--- src/pin_select_pkg.sv ---
package pin_select_pkg;

    // ==========================================================
    // Geometry
    localparam int NUM_PINS = 26;
    localparam int NUM_IN_REGS = 9;
    localparam int NUM_OUT_REGS = 8;
    localparam int NUM_INPUTS = 14;
    localparam int SEL_W = 5;
    localparam int ADDR_W = 6;
    localparam int DATA_W = 16;

    // ==========================================================
    // Register map, word index on the plain register port
    localparam logic [5:0] ADDR_IN_BASE = 6'h00;
    localparam logic [5:0] ADDR_OUT_BASE = 6'h10;
    localparam logic [5:0] ADDR_OSC_CTRL = 6'h20;
    localparam logic [5:0] ADDR_STATUS = 6'h21;

    // ==========================================================
    // Fields
    localparam int LO_FIELD_POS = 0;
    localparam int HI_FIELD_POS = 8;
    localparam int MAP_LOCK_BIT = 6;
    localparam logic [7:0] UNLOCK_KEY1 = 8'h46;
    localparam logic [7:0] UNLOCK_KEY2 = 8'h57;

    // Which halves of the input selector registers are implemented.
    localparam logic [8:0] IN_LO_IMPL = 9'h1FE;
    localparam logic [8:0] IN_HI_IMPL = 9'h0DD;

    // ==========================================================
    // Codes
    localparam logic [4:0] IN_SEL_GROUND = 5'h1F;
    localparam logic [4:0] IN_SEL_RESET = 5'h1F;
    localparam logic [4:0] OUT_NULL = 5'h00;
    localparam logic [4:0] OUT_UART1_TX = 5'h03;
    localparam logic [4:0] OUT_UART1_RTS = 5'h04;
    localparam logic [4:0] OUT_SPI1_DO = 5'h07;
    localparam logic [4:0] OUT_SPI1_CLK = 5'h08;
    localparam logic [4:0] OUT_SPI1_SS = 5'h09;
    localparam logic [4:0] OUT_CMP1 = 5'h12;
    localparam logic [4:0] OUT_CMP2 = 5'h13;
    localparam logic [4:0] OUT_SEL_RESET = 5'h00;

    typedef enum logic [2:0] {
        KEY_IDLE = 3'b001,
        KEY_ONE = 3'b010,
        KEY_TWO = 3'b100
    } key_state_t;

    typedef struct packed {
        logic uart1_transmit;
        logic uart1_request_to_send;
        logic spi1_data_out;
        logic spi1_clock_out;
        logic spi1_select_out;
        logic compare1_output;
        logic compare2_output;
    } periph_out_t;

    typedef struct packed {
        logic ext_irq1_input;
        logic ext_irq2_input;
        logic timer2_ext_clock;
        logic timer3_ext_clock;
        logic capture1_input;
        logic capture2_input;
        logic capture7_input;
        logic capture8_input;
        logic compare_fault_a;
        logic uart1_receive;
        logic uart1_clear_to_send;
        logic spi1_data_in;
        logic spi1_clock_in;
        logic spi1_select_in;
    } periph_in_t;

    typedef struct packed {
        logic [ADDR_W-1:0] addr;
        logic [DATA_W-1:0] wdata;
        logic wr;
        logic rd;
    } reg_req_t;

endpackage : pin_select_pkg

--- src/remappable_pin_select.sv ---
// Behaviour
// - Input and output mapping are controlled by separate registers.
// - Each peripheral input has a 5-bit field choosing its pin.
// - Input code 11111 ties input low; code n selects pin n.
// - Input codes above the last pin also read as ground.
// - Fourteen peripheral inputs have selectors.
// - Input routing never overrides pin direction; software sets direction to input.
// - Each of the first sixteen pins has a 5-bit output code choosing its driving peripheral.
// - Output code 00000 leaves the pin to its port logic.
// - Codes 00011, 00100, 00111 select UART transmit, RTS, SPI data out.
// - Codes 01000, 01001, 10010, 10011 select SPI clock, select, compares.
// - While locked, selector writes are silently discarded.
// - Lock is bit 6 of the oscillator control register.
// - Lock changes only after keys 0x46 then 0x57 in the low byte.
// - Lock holds until the next accepted change.
// - Shadow copies are compared; any mismatch raises a reset request.
// - With one-way config set, the lock cannot be cleared once set.
// - One-way config defaults to set when unprogrammed.
// - Nine input and eight output selector registers exist.
// - Input register 0 holds external interrupt 1 in bits 12-8.
// - Implemented input fields reset to all ones.
// - Up to 26 remappable pins, numbered by selector code.
// - Direction one means input; all pins reset as inputs (here direction_reg is an input port; reset does not set it).
`timescale 1ns/100ps
module remappable_pin_select (
    input wire logic clk,
    input wire logic rst_n,
    input wire logic one_way_lock_cfg,
    input wire logic [5:0] reg_addr,
    input wire logic [15:0] reg_wdata,
    input wire logic reg_wr,
    input wire logic reg_rd,
    output logic [15:0] reg_rdata,
    input wire logic [25:0] pin_in,
    input wire logic [25:0] port_out,
    input wire logic [25:0] port_oe,
    input wire logic [25:0] direction_reg,
    output logic [25:0] pin_out,
    output logic [25:0] pin_oe,
    input wire pin_select_pkg::periph_out_t periph_out,
    output pin_select_pkg::periph_in_t periph_in,
    output logic mismatch_reset
);

    // ==========================================================
    // State
    typedef struct packed {
        logic [8:0][15:0] in_sel;
        logic [7:0][15:0] out_sel;
        logic [8:0][15:0] in_shadow;
        logic [7:0][15:0] out_shadow;
        logic [7:0] osc_low;
        logic map_lock;
        logic set_once;
        pin_select_pkg::key_state_t key;
        logic mismatch;
        logic [15:0] rdata;
    } state_t;

    state_t state_q;
    state_t state_d;
    pin_select_pkg::reg_req_t req;

    // Fields not implemented in a register always read and store as zero.
    function automatic logic [15:0] in_mask(input int idx);
        logic [15:0] m;
        m = 16'h0000;
        if (pin_select_pkg::IN_LO_IMPL[idx]) begin
            m[pin_select_pkg::LO_FIELD_POS +: 5] = 5'h1F;
        end
        if (pin_select_pkg::IN_HI_IMPL[idx]) begin
            m[pin_select_pkg::HI_FIELD_POS +: 5] = 5'h1F;
        end
        return m;
    endfunction : in_mask

    // Codes beyond the pin count behave as the ground code.
    function automatic logic route_in(input logic [4:0] code, input logic [25:0] pins);
        logic v;
        v = 1'b0;
        if (code < 5'd26) begin
            v = pins[code];
        end
        return v;
    endfunction : route_in

    function automatic logic [4:0] in_field(input logic [8:0][15:0] r, input int idx,
                                            input int pos);
        return r[idx][pos +: 5];
    endfunction : in_field

    assign req.addr = reg_addr;
    assign req.wdata = reg_wdata;
    assign req.wr = reg_wr;
    assign req.rd = reg_rd;

    // ==========================================================
    // Next state
    always_comb begin
        logic osc_wr;
        logic sel_wr;
        logic [5:0] off;
        state_d = state_q;
        osc_wr = req.wr && (req.addr == pin_select_pkg::ADDR_OSC_CTRL);
        sel_wr = req.wr && !osc_wr;
        off = 6'h00;
        // Lock sequence: key one, key two, then exactly one lock write.
        case (state_q.key)
            pin_select_pkg::KEY_IDLE: begin
                if (osc_wr && req.wdata[7:0] == pin_select_pkg::UNLOCK_KEY1) begin
                    state_d.key = pin_select_pkg::KEY_ONE;
                end
            end
            pin_select_pkg::KEY_ONE: begin
                if (osc_wr && req.wdata[7:0] == pin_select_pkg::UNLOCK_KEY2) begin
                    state_d.key = pin_select_pkg::KEY_TWO;
                end else if (req.wr) begin
                    state_d.key = pin_select_pkg::KEY_IDLE;
                end
            end
            pin_select_pkg::KEY_TWO: begin
                if (osc_wr) begin
                    state_d.key = pin_select_pkg::KEY_IDLE;
                    state_d.osc_low = req.wdata[7:0];
                    // One-way mode keeps the lock set once it has been set.
                    if (req.wdata[pin_select_pkg::MAP_LOCK_BIT]) begin
                        state_d.map_lock = 1'b1;
                        state_d.set_once = 1'b1;
                    end else if (!(one_way_lock_cfg && state_q.set_once)) begin
                        state_d.map_lock = 1'b0;
                    end
                end else if (req.wr) begin
                    state_d.key = pin_select_pkg::KEY_IDLE;
                end
            end
            default: begin
                state_d.key = pin_select_pkg::KEY_IDLE;
            end
        endcase
        // Other bits of the low byte are plain storage; the lock bit is not touched here.
        if (osc_wr && state_q.key != pin_select_pkg::KEY_TWO) begin
            state_d.osc_low = req.wdata[7:0];
        end
        state_d.osc_low[pin_select_pkg::MAP_LOCK_BIT] = state_d.map_lock;

        if (sel_wr && !state_q.map_lock) begin
            for (int i = 0; i < pin_select_pkg::NUM_IN_REGS; i++) begin
                off = pin_select_pkg::ADDR_IN_BASE + 6'(i);
                if (req.addr == off) begin
                    state_d.in_sel[i] = req.wdata & in_mask(i);
                    state_d.in_shadow[i] = req.wdata & in_mask(i);
                end
            end
            for (int i = 0; i < pin_select_pkg::NUM_OUT_REGS; i++) begin
                off = pin_select_pkg::ADDR_OUT_BASE + 6'(i);
                if (req.addr == off) begin
                    state_d.out_sel[i] = req.wdata & 16'h1F1F;
                    state_d.out_shadow[i] = req.wdata & 16'h1F1F;
                end
            end
        end

        // Sticky until reset: the mismatch asks the reset controller to act.
        if (state_q.in_sel != state_q.in_shadow || state_q.out_sel != state_q.out_shadow) begin
            state_d.mismatch = 1'b1;
        end

        state_d.rdata = 16'h0000;
        if (req.rd) begin
            for (int i = 0; i < pin_select_pkg::NUM_IN_REGS; i++) begin
                if (req.addr == pin_select_pkg::ADDR_IN_BASE + 6'(i)) begin
                    state_d.rdata = state_q.in_sel[i];
                end
            end
            for (int i = 0; i < pin_select_pkg::NUM_OUT_REGS; i++) begin
                if (req.addr == pin_select_pkg::ADDR_OUT_BASE + 6'(i)) begin
                    state_d.rdata = state_q.out_sel[i];
                end
            end
            if (req.addr == pin_select_pkg::ADDR_OSC_CTRL) begin
                state_d.rdata = {8'h00, state_q.osc_low};
            end
            if (req.addr == pin_select_pkg::ADDR_STATUS) begin
                state_d.rdata = {12'h000, state_q.mismatch, state_q.set_once,
                                 one_way_lock_cfg, state_q.map_lock};
            end
        end
    end

    // ==========================================================
    // Input routing
    always_comb begin
        periph_in.ext_irq1_input = route_in(in_field(state_q.in_sel, 0, 8), pin_in);
        periph_in.ext_irq2_input = route_in(in_field(state_q.in_sel, 1, 0), pin_in);
        periph_in.timer2_ext_clock = route_in(in_field(state_q.in_sel, 2, 0), pin_in);
        periph_in.timer3_ext_clock = route_in(in_field(state_q.in_sel, 2, 8), pin_in);
        periph_in.capture1_input = route_in(in_field(state_q.in_sel, 3, 0), pin_in);
        periph_in.capture2_input = route_in(in_field(state_q.in_sel, 3, 8), pin_in);
        periph_in.capture7_input = route_in(in_field(state_q.in_sel, 4, 0), pin_in);
        periph_in.capture8_input = route_in(in_field(state_q.in_sel, 4, 8), pin_in);
        periph_in.compare_fault_a = route_in(in_field(state_q.in_sel, 5, 0), pin_in);
        periph_in.uart1_receive = route_in(in_field(state_q.in_sel, 6, 0), pin_in);
        periph_in.uart1_clear_to_send = route_in(in_field(state_q.in_sel, 6, 8), pin_in);
        periph_in.spi1_data_in = route_in(in_field(state_q.in_sel, 7, 0), pin_in);
        periph_in.spi1_clock_in = route_in(in_field(state_q.in_sel, 7, 8), pin_in);
        periph_in.spi1_select_in = route_in(in_field(state_q.in_sel, 8, 0), pin_in);
    end

    // ==========================================================
    // Output routing
    // Pins sample the pad regardless of routing; a set direction bit always stops
    // the pin driving, so a mapped input never fights a driver.
    always_comb begin
        logic [4:0] code;
        logic drive;
        code = 5'h00;
        drive = 1'b0;
        for (int p = 0; p < pin_select_pkg::NUM_PINS; p++) begin
            // Only the first sixteen pins own an output selector; the rest keep port logic.
            if (p < 2 * pin_select_pkg::NUM_OUT_REGS) begin
                code = state_q.out_sel[(p / 2) % pin_select_pkg::NUM_OUT_REGS][(p % 2) * 8 +: 5];
            end else begin
                code = pin_select_pkg::OUT_NULL;
            end
            drive = 1'b1;
            case (code)
                pin_select_pkg::OUT_UART1_TX: pin_out[p] = periph_out.uart1_transmit;
                pin_select_pkg::OUT_UART1_RTS: pin_out[p] = periph_out.uart1_request_to_send;
                pin_select_pkg::OUT_SPI1_DO: pin_out[p] = periph_out.spi1_data_out;
                pin_select_pkg::OUT_SPI1_CLK: pin_out[p] = periph_out.spi1_clock_out;
                pin_select_pkg::OUT_SPI1_SS: pin_out[p] = periph_out.spi1_select_out;
                pin_select_pkg::OUT_CMP1: pin_out[p] = periph_out.compare1_output;
                pin_select_pkg::OUT_CMP2: pin_out[p] = periph_out.compare2_output;
                default: begin
                    pin_out[p] = port_out[p];
                    drive = port_oe[p];
                end
            endcase
            pin_oe[p] = drive && !direction_reg[p];
        end
    end

    assign reg_rdata = state_q.rdata;
    assign mismatch_reset = state_q.mismatch;

    // ==========================================================
    // Registers
    always_ff @(posedge clk or negedge rst_n) begin
        if (!rst_n) begin
            state_q.in_sel <= {16'h001F, 16'h1F1F, 16'h1F1F, 16'h001F,
                16'h1F1F, 16'h1F1F, 16'h1F1F, 16'h001F, 16'h1F00};
            state_q.in_shadow <= {16'h001F, 16'h1F1F, 16'h1F1F, 16'h001F,
                16'h1F1F, 16'h1F1F, 16'h1F1F, 16'h001F, 16'h1F00};
            state_q.out_sel <= '0;
            state_q.out_shadow <= '0;
            state_q.osc_low <= 8'h00;
            state_q.map_lock <= 1'b0;
            state_q.set_once <= 1'b0;
            state_q.key <= pin_select_pkg::KEY_IDLE;
            state_q.mismatch <= 1'b0;
            state_q.rdata <= 16'h0000;
        end else begin
            state_q <= state_d;
        end
    end

endmodule : remappable_pin_select

--- config.mk ---
export PLATFORM = sky130hd
export DESIGN_NAME = remappable_pin_select
export DESIGN_NICKNAME = d
export VERILOG_FILES = /design/src/pin_select_pkg.sv /design/src/remappable_pin_select.sv
export SDC_FILE = /design/constraint.sdc
export NUM_CORES = 1
export LEC_CHECK = 0
export BUFFER_PORTS_ARGS = -buffer_cell sky130_fd_sc_hd__buf_2
export CORE_AREA = 8 8 173 175
export CTS_CLUSTER_DIAMETER = 60
export DETAILED_ROUTE_END_ITERATION = 12
export DIE_AREA = 0 0 181 183
export GPL_ROUTABILITY_DRIVEN = 0
export GPL_TIMING_DRIVEN = 0
export PLACE_DENSITY = 0.77
export SKIP_LAST_GASP = 1
export SLEW_MARGIN = 25
export SYNTH_ARGS = -nofsm -noshare
export SYNTH_HDL_FRONTEND = slang
export SYNTH_SLANG_ARGS = --single-unit
export TNS_END_PERCENT = 50
--- constraint.sdc ---
create_clock -name clk -period 2.1 [get_ports clk]
set_input_delay 0.105 -clock clk [delete_from_list [all_inputs] [get_ports clk]]
set_output_delay 0.105 -clock clk [all_outputs]
set_load 0.005 [all_outputs]
# Word-level counts from Yosys, hierarchy flattened
# Cells that the tools add are included.
[classes]
eq_ne = 138
n_reduce_logical = 100
n_mux = 123
bitwise_logic = 9
n_lt_le_gt_ge = 28
[op_table]
columns = ["cell", "count"]
rows = [
  ["$mux W16", 20],
  ["$eq A5 B3 Y1 const B", 32],
  ["$eq A5 B4 Y1 const B", 32],
  ["$eq A5 B5 Y1 const B", 32],
  ["$pmux W1 S7", 16],
  ["$reduce_or A7 Y1", 16],
  ["$and A16 B13 Y16", 6],
  ["$mux W5", 18],
  ["$lt A5 B6 Y1 const B", 14],
  ["$eq A5 B2 Y1 const B", 16],
  ["$bmux W1 S5", 14],
  ["$lt A5 B5 Y1 const B", 14],
  ["$and A16 B5 Y16", 3],
  ["$eq A6 B5 Y1 const B", 8],
  ["$mux W1", 47],
  ["$reduce_and A2 Y1", 18],
  ["$logic_and A1 B1 Y1", 33],
  ["$logic_not A1 Y1", 28],
  ["$eq A6 B3 Y1 const B", 4],
  ["$mux W10", 2],
  ["$eq A8 B7 Y1 const B", 2],
  ["$eq A6 B2 Y1 const B", 2],
  ["$eq A6 B6 Y1 const B", 2],
  ["$mux W3", 4],
  ["12 further kinds", 15],
]
[word_totals]
reg_bits = 252
input_bits = 138

# Depth between registers and ports, before layout
# Gate-level depths: netlist of run 1.
[logic_depth]
ltp_word = 21
ltp_mapped = 8

# Worst setup path after synthesis of run 1
# Ideal clock, no wire load.
[synth_timing]
kind = "reg-to-output"
from = "register state_q[286] (netlist name)"
to = "output port periph_in[0] in the netlist's numbering"
stages_incl_launch_ff = 5
t_required_ns = 1.995
slack_ns = 0.036
n_path_buf = 1
arrival_time_ns = 1.959
cell_sequence = "dfstp_2 -> buf_2 -> mux4_2 -> mux4_2 -> mux2_2"
[synth_rtl]
columns = ["element", "line_no", "text"]
rows = [
  ["to (decl)", "remappable_pin_select.sv:41", "output pin_select_pkg::periph_in_t periph_in,"],
]

==> results of run 1 <==
[cell usage in the layout, fill, tap and decap left out, types with 8 or more instances in the layout]
master / synthesis / final
mux2i_1: 43 / 43
o22ai_1: 13 / 13
o32a_1: 10 / 10
a22oi_1: 23 / 20
and3_1: 8 / 8
mux2_2: 190 / 189
dlygate4sd3_1: 0 / 10
nor3_1: 17 / 17
nand3_1: 20 / 20
dfrtp_1: 104 / 74
nand2_1: 62 / 62
mux4_2: 100 / 100
a211oi_1: 12 / 12
nor2b_1: 28 / 28
o21ai_0: 53 / 45
buf_6: 3 / 8
buf_4: 34 / 87
nor2_2: 2 / 9
nand2b_1: 16 / 15
a21oi_1: 80 / 77
o221ai_1: 12 / 11
nor3b_1: 12 / 8
nor2_1: 70 / 63
buf_2: 31 / 215
o211ai_1: 13 / 13
a31oi_1: 23 / 23
dfrtp_2: 0 / 30
o31ai_1: 10 / 10
clkbuf_16: 0 / 20
clkbuf_1: 87 / 58
dfstp_2: 71 / 64
inv_1: 45 / 38
and2_1: 8 / 8
[worst min path at each step]
stage | slack, ns | endpoint | depth (start not counted)
2_1_floorplan | -0.19 | reg_rdata[0] | 0
3_3_place_gp | 0.36 | state_q[29] | 2
3_5_place_dp | 0.13 | state_q[18] | 1
4_1_cts | 0.01 | state_q[28] | 3
5_1_grt | 0.04 | state_q[28] | 3
6_report | 0.01 | state_q[28] | 3
[per-layer routing]
metal	up-vias	track usage
li1	5588	-
met4	2	0.125
met2	1106	0.467
met1	6401	0.374
met3	215	0.0833
met5	-	0
[final cells by class]
cell class / count / share of cell area
Sequential cell: 175 / 0.269
Inverter: 45 / 0.0100
Timing Repair Buffer: 268 / 0.0943
Multi-Input combinational cell: 958 / 0.530
Clock inverter: 9 / 0.00409
Clock buffer: 23 / 0.0316
Buffer: 112 / 0.0351
Tap cell: 346 / 0.0257
[worst max-delay path, delay by kind of cell, from the launching register on]
| kind | cells | cell delay [ns] |
|---|---|---|
| flip-flops | 1 | 0.70 |
| buffers and inverters | 1 | 0.12 |
| multiplexers | 3 | 1.28 |
[cells by family after synthesis]
family                    synth area share
AOI/OAI and AO/OA                    0.146
xor gates and xnor gates          0.000618
buffers and inverters               0.0673
DFF                                  0.315
muxes                                0.340
other                             0.000265
and+or+nand+nor                      0.130
[sequential cells by signal, summed over array words and instances, names as in the netlist]
name and flops:
state_q 162, reg_rdata 13
[what timing repair did]
item                                   4_1_cts  5_1_grt
gates resized for setup                     60       34
hold buffers                                10        0
setup endpoints to repair                   70       79
buffers inserted                            46       11
cloned                                       0        0
pin swaps                                   11       12
endpoints found under the hold margin       76        0
[metrics by stage]
stage / power (W) / util / instance area, sq um / hold slack (ns)
2_1_floorplan: 0.00412 / - / 14200 / -0.191
3_3_place_gp: 0.00463 / 0.572 / 15600 / 0.356
3_5_place_dp: 0.00467 / 0.573 / 15700 / 0.127
4_1_cts: 0.00787 / 0.610 / 16700 / 0.0113
5_1_grt: 0.00812 / 0.616 / 16800 / 0.0381
6_report: 0.00788 / 0.616 / 16800 / 0.0147
[report_power, final]
group	internal, W	total, W	leakage (nW)	switching [W]
clock network	0.00180	0.00319	0.292	0.00139
logic	0.000526	0.00123	4.52	0.000705
registers	0.00342	0.00346	2.11	0.0000435
total	0.00574	0.00788	6.93	0.00214
==> results.txt, run 1 <==
- Startpoint of the most critical hold path: one_way_lock_cfg
- Cell types with the largest area share after synthesis: dfrtp_1, mux4_2, mux2_2
* Placed instance count: between 1500 and 2000
- Maximum frequency from static timing analysis: 377 MHz
- Max H-tree Level: 4
- In the final design database the tool counted 1715 nets.
- The first detailed-routing pass ran for 8 iterations.
- Worst reg2reg path endpoint: state_q[230]
* Count of nets left with antenna violations after detail routing: 0
- Portion of the clock cycle consumed by the worst path in the final layout: 1.26
- The max-slew violation count is 0.
- Clock-pin slew on the worst setup and hold paths: ~0.070 ns
- For this design the top-level I/O count stands at around 220.
* Total via count in the routed design: about 13000
- In the post-route analysis, the smallest setup slack over all paths is -0.553 ns.
* Yosys Warn Count: 0
* Share of layout cells above drive strength 1: 0.508
* Count of max-cap constraint violations: 0
* Slowest cell on the critical path: dfstp_4
* WL met2: 22800 um
- Multi-input gate area: 0.00892 sq mm
- Antenna violations before repair: 1
- Relative area change from synthesis to final layout: 18.8%
- Vias in the first global route: 13128
- Pin count of the biggest net entering global routing: 100
- Data on the critical path arrives at its endpoint at between 2 and 3 ns.
- At the pin with the least slew margin, the transition time is ~0.86 ns.
- Number of standard-cell rows in the floorplan: between 60 and 70
- The clock drives ~180 sinks.
- Worst setup timing slack at the placement stage: -0.278 ns
* Layout fillers: 2186
- TritonCTS created 17 clock buffers.
- The finished layout holds 1936 standard cells, fillers aside.
- Clock period minus worst slack: 2.65 ns
- DRC viols: 0
* Final HPWL from detailed placement: 34900 um
- After synthesis the netlist holds a flip-flop and latch count of 175.
* Worst vdd ir: 0.573 mV
- Of all flip-flops after synthesis, the portion carrying an async set or reset was 1.00.
- Port-buffer cells: 200
* Inserted Diodes: 0
- Between clock sinks in the finished design, the worst skew comes to roughly 0.0088 ns.
- STA classifies the critical path startpoint as a flop.
- The analysis attributes to cell leakage a power of a little under 7 nW.
- The cell area that synthesis handed to floorplanning was between 0.01 and 0.015 sq mm.
- Clock tree buffer depth: 2
* Storage element area: 0.00453 sq mm
- Traced cell by cell, the critical path runs through mux4_2 > mux4_2 > mux2_4 > buf_6.
- The share of synthesized area in the top cell type comes to 0.184.
- The detailed router finished its first iteration with 1658 violations.
- Core Area: 0.0273 sq mm
- Required time of the critical path: around 2.0 ns
* Outcome: finished with violations
* Insertion delay to the later sink of the worst-skew pair: about 0.44 ns
* WL per Instance: between 20 and 30 um
- Violated checks: negative setup slack
- Across every metal layer, demand over resource in global routing totals 0.294.
- Dividing the detail-routed via count by the number of cells gives between 6 and 7.
* Setup repair after global routing missed its margin: true
- Following the worst setup path forward leads to its endpoint at periph_in[0].
- The tree is rooted in a clkbuf_16.
- Adding up every negative setup slack in the final design gives -6.69 ns.
- Crit path kind: flop to output port
- The floorplan step set the die width to 181 um.
* Mean post-synth cell area: 10.6 sq um
- The die is ~180 um tall.
- Worst R2R Path Depth: 4
- The synthesized netlist contains 80 unique library cells.
- In this run, synthesis inferred 0 flip-flops with an integrated enable.
- Yosys instantiated no cell more often than mux2_2.
- M1 wire length: 18600 um
- Dominant cell type by count on the critical path: mux4_2
* Metal3 WL: 6480 um
- The number of failing hold endpoints at the final stage came to 0.
- In this design, the stage delay of the slowest critical-path cell is ~0.70 ns.
- Power density cells: 468 mW/mm^2
- Worst setup path start: state_q[286]
- Measured against its own limit, the worst slew margin works out to 0.424.
- The die covers between 0.03 and 0.04 sq mm.
- Number of instances in the synthesized netlist: 1334
* Gr ovfl total: 0
- Launch instance of the worst register-to-register path: state_q[28]
- Finish-stage setup viols: 31
* Biggest area consumer among synthesized cells: dfrtp_1
- Of all nets on the critical path, the largest fanout is 6.
- For flop-to-flop paths, the worst setup slack is -0.06 ns.
- Top Layer Used: met5
- Worst hold path class: input pin to flop
- WL final: 50000 um
* Seq/Total Area, Yosys: 0.315
- The worst setup path is captured at an output port.
- Clock tree from TritonCTS: built
* Wire length of the first global-routing pass: 76400 um
- The initial utilization of the core area, before any placement, comes to 0.519.
- The commonest cells after synthesis are mux2_2, dfrtp_1, mux4_2, clkbuf_1, a21oi_1.
- The most used flip-flop cell after synthesis is dfrtp_1.
Power figures use the tool's default switching activity.
==> run 2: changes to the inputs <==
--- a/config.mk
+++ b/config.mk
@@ -6,13 +6,13 @@
 export NUM_CORES = 1
 export LEC_CHECK = 0
 export BUFFER_PORTS_ARGS = -buffer_cell sky130_fd_sc_hd__buf_2
-export CORE_AREA = 8 8 173 175
+export CORE_AREA = 8 8 159 161
 export CTS_CLUSTER_DIAMETER = 60
 export DETAILED_ROUTE_END_ITERATION = 12
-export DIE_AREA = 0 0 181 183
+export DIE_AREA = 0 0 167 169
 export GPL_ROUTABILITY_DRIVEN = 0
 export GPL_TIMING_DRIVEN = 0
-export PLACE_DENSITY = 0.77
+export PLACE_DENSITY = 0.87
 export SKIP_LAST_GASP = 1
 export SLEW_MARGIN = 25
 export SYNTH_ARGS = -nofsm -noshare
==> constraint.sdc (replaced) <==
create_clock -name clk -period 3.33 [get_ports clk]
set_input_delay 0.1665 -clock clk [delete_from_list [all_inputs] [get_ports clk]]
set_output_delay 0.1665 -clock clk [all_outputs]
set_load 0.005 [all_outputs]
==> run 2 against run 1 <==
The flow now finishes without violations; die area fell by 15%; worst hold slack better by 0.011 ns; clock power decreased by 39%; critical endpoint unchanged.
==> results.txt, run 2 (synthesized netlist as in run 1, its figures left out) <==
- The first global-routing pass estimated approximately 74000 um of wire.
- STA classifies the critical path startpoint as a flop.
* Die area: between 0.02 and 0.03 sq mm
- Hold Path Depth: 2
- Most common cell after layout, fill and taps aside: buf_2
- Worst hold path class: input pin to flop
- The signal on the critical path passes through clkbuf_1 > mux4_2 > mux4_2 > mux2_2 > buf_2.
* Worst Skew: between 0.008 and 0.009 ns
- Final design area excluding fillers: ~0.016 sq mm
- Data on the critical path arrives at its endpoint at 2.74 ns.
* Cell at the root of the clock tree: clkbuf_16
- state_q holds more flip-flops than any other register.
* Gr ovfl total: 0
- Most used cells in the layout excluding fill and tap cells: buf_2, mux2_2, dfrtp_1, mux4_2, clkbuf_1
- Port buffering added 200 buffers.
- Data on the critical path is required at its endpoint by ~3.2 ns.
* Peak fanout along the critical path: 9
* Slew Limit Fails: 0
* Total via count in the routed design: 13274
* Share of layout cells above drive strength 1: 0.442
- Clock-pin slew on the worst setup and hold paths: 0.07 ns
- Num CTS Buffers: 17
* WL final: 47700 um
- Among cell families on the critical path, the largest total delay comes from multiplexers.
* Outcome: finished, final reports clean
- Die extent in y: 169 um
- The largest individual stage delay along the critical path comes from the cell dfstp_2.
- In this run the critical register-to-register path is captured at state_q[98].
* Finish-stage setup viols: 0
- Core Area: between 0.02 and 0.025 sq mm
* Slew at the pin with the worst max-slew slack: 0.844 ns
* Post-CTS Hold Fix Bufs: 5
* CP bufs+invs: 2
- Post-CTS repair changed the size of 0 cells.
* Starting utilization of the core area: 0.619
- The area growth from synthesis to layout is 14.4%.
* Power density cells: 301 mW/mm^2
- Pre-antenna DRT Iters: 7
* WL per Instance: 25.5 um
* Count of max-cap constraint violations: 0
- Endpoint class of the critical path: output port
* Clk sinks: 175
- Clock tree from TritonCTS: built
- Portion of the clock cycle consumed by the worst path in the final layout: 0.872
- Endpoint, Worst Hold: state_q[230]
- For this run, the total global-route usage over all layers was measured as 0.335.
- Worst vdd ir: 0.363 mV
- Count of nets left with antenna violations after detail routing: 0
* CP peak stage delay: between 0.5 and 0.6 ns
- Final HPWL from detailed placement: 34400 um
- In this run the cell area measured after placement is 0.0156 sq mm.
- The startpoint identified for the worst register-to-register timing path is state_q[28].
* Width of the die: 167 um
* Pin count of the biggest net entering global routing: 102
* Final Hold Viols: 0
- Startpoint of the most critical hold path: reg_wdata[8]
* Standby leakage power: approximately 6.7 nW
* Crit path kind: flop to output port
- Number of I/O pins: 221
- Via count normalized by instance count: 7.11
* Setup repair after global routing missed its margin: false
* Vias in the first global route: 13319
* Worst R2R Path Depth: 4
- Flip-flop count of the largest register, all copies and words added: 162
- Number of nets in the final layout: 1700
- In this run the number of H-tree levels came out at 4.
* Setup TNS: 0 ns
- Insertion delay to the later sink of the worst-skew pair: 0.44 ns
- Clock period minus worst slack: 2.90 ns
* Number of standard-cell rows in the floorplan: 56
* DRC viols: 0
* Maximum frequency from static timing analysis: 344 MHz
- Clock tree buffer depth: 2
- The detailed router finished its first iteration with 1819 violations.
* Antenna violations before repair: 2
* Register-to-Register Setup Slack: 1.00 ns
- Worst slew margin: 0.438
- Post-CTS timing repair inserted 0 buffers for setup.
- Dominant cell type by count on the critical path: mux4_2
-- run 2: cell count changes in the layout (fill, tap and decap cells not counted), moves of 8 or more --
cell      delta
dfrtp_1     +30
buf_2       +15
buf_4       -53
dfrtp_2     -30
o21ai_0      +8
clkbuf_1    +29
-- run 2: through the flow --
stage                     total power, W  std cells  worst slack [ns]   util  hold WS [ns]
after floorplan                  0.00260       1337              1.20      -        -0.129
after global placement           0.00291       1827            -0.470  0.679         0.415
after detailed placement         0.00294       1828             0.919  0.680         0.172
after CTS                        0.00486       1865             0.419  0.707       0.00809
after global routing             0.00502       1867             0.361  0.708        0.0294
final                            0.00487       1867             0.426  0.708        0.0253
-- run 2: routing by layer --
layer / share of wire / global-route usage
met5: 0 / 0
met4: 0.064 / 0.212
met3: 0.13 / 0.0934
met2: 0.46 / 0.528
met1: 0.35 / 0.403
-- run 2: report_power, final --
part / switching (W) / internal (W) / total [W] / leakage [nW]
Clock: 0.000942 / 0.000996 / 0.00194 / 0.286
Sequential: 0.0000208 / 0.00215 / 0.00217 / 2.15
Combinational: 0.000440 / 0.000319 / 0.000759 / 4.27
-- run 2: layout make-up --
type | instances | area, sq um
antenna | 2 | 5.00
buffer | 159 | 786
multi-input combinational | 958 | 8760
inverter | 45 | 169
clock buffer | 17 | 425
fill | 1611 | 6700
tap | 290 | 363
sequential | 175 | 4470
timing repair buffer | 206 | 1090
clock inverter | 15 | 143
-- run 2: worst max-delay path by stage --
stage,startpoint,end,depth (start not counted),slack (ns)
global route,state_q[287],periph_in[0],5,0.36
global placement,rst_n,state_q[19],1,-0.47
finish,state_q[287],periph_in[0],5,0.43
CTS,state_q[286],periph_in[0],5,0.42
floorplan,state_q[286],periph_in[0],4,1.20
detailed placement,state_q[287],periph_in[0],5,0.92
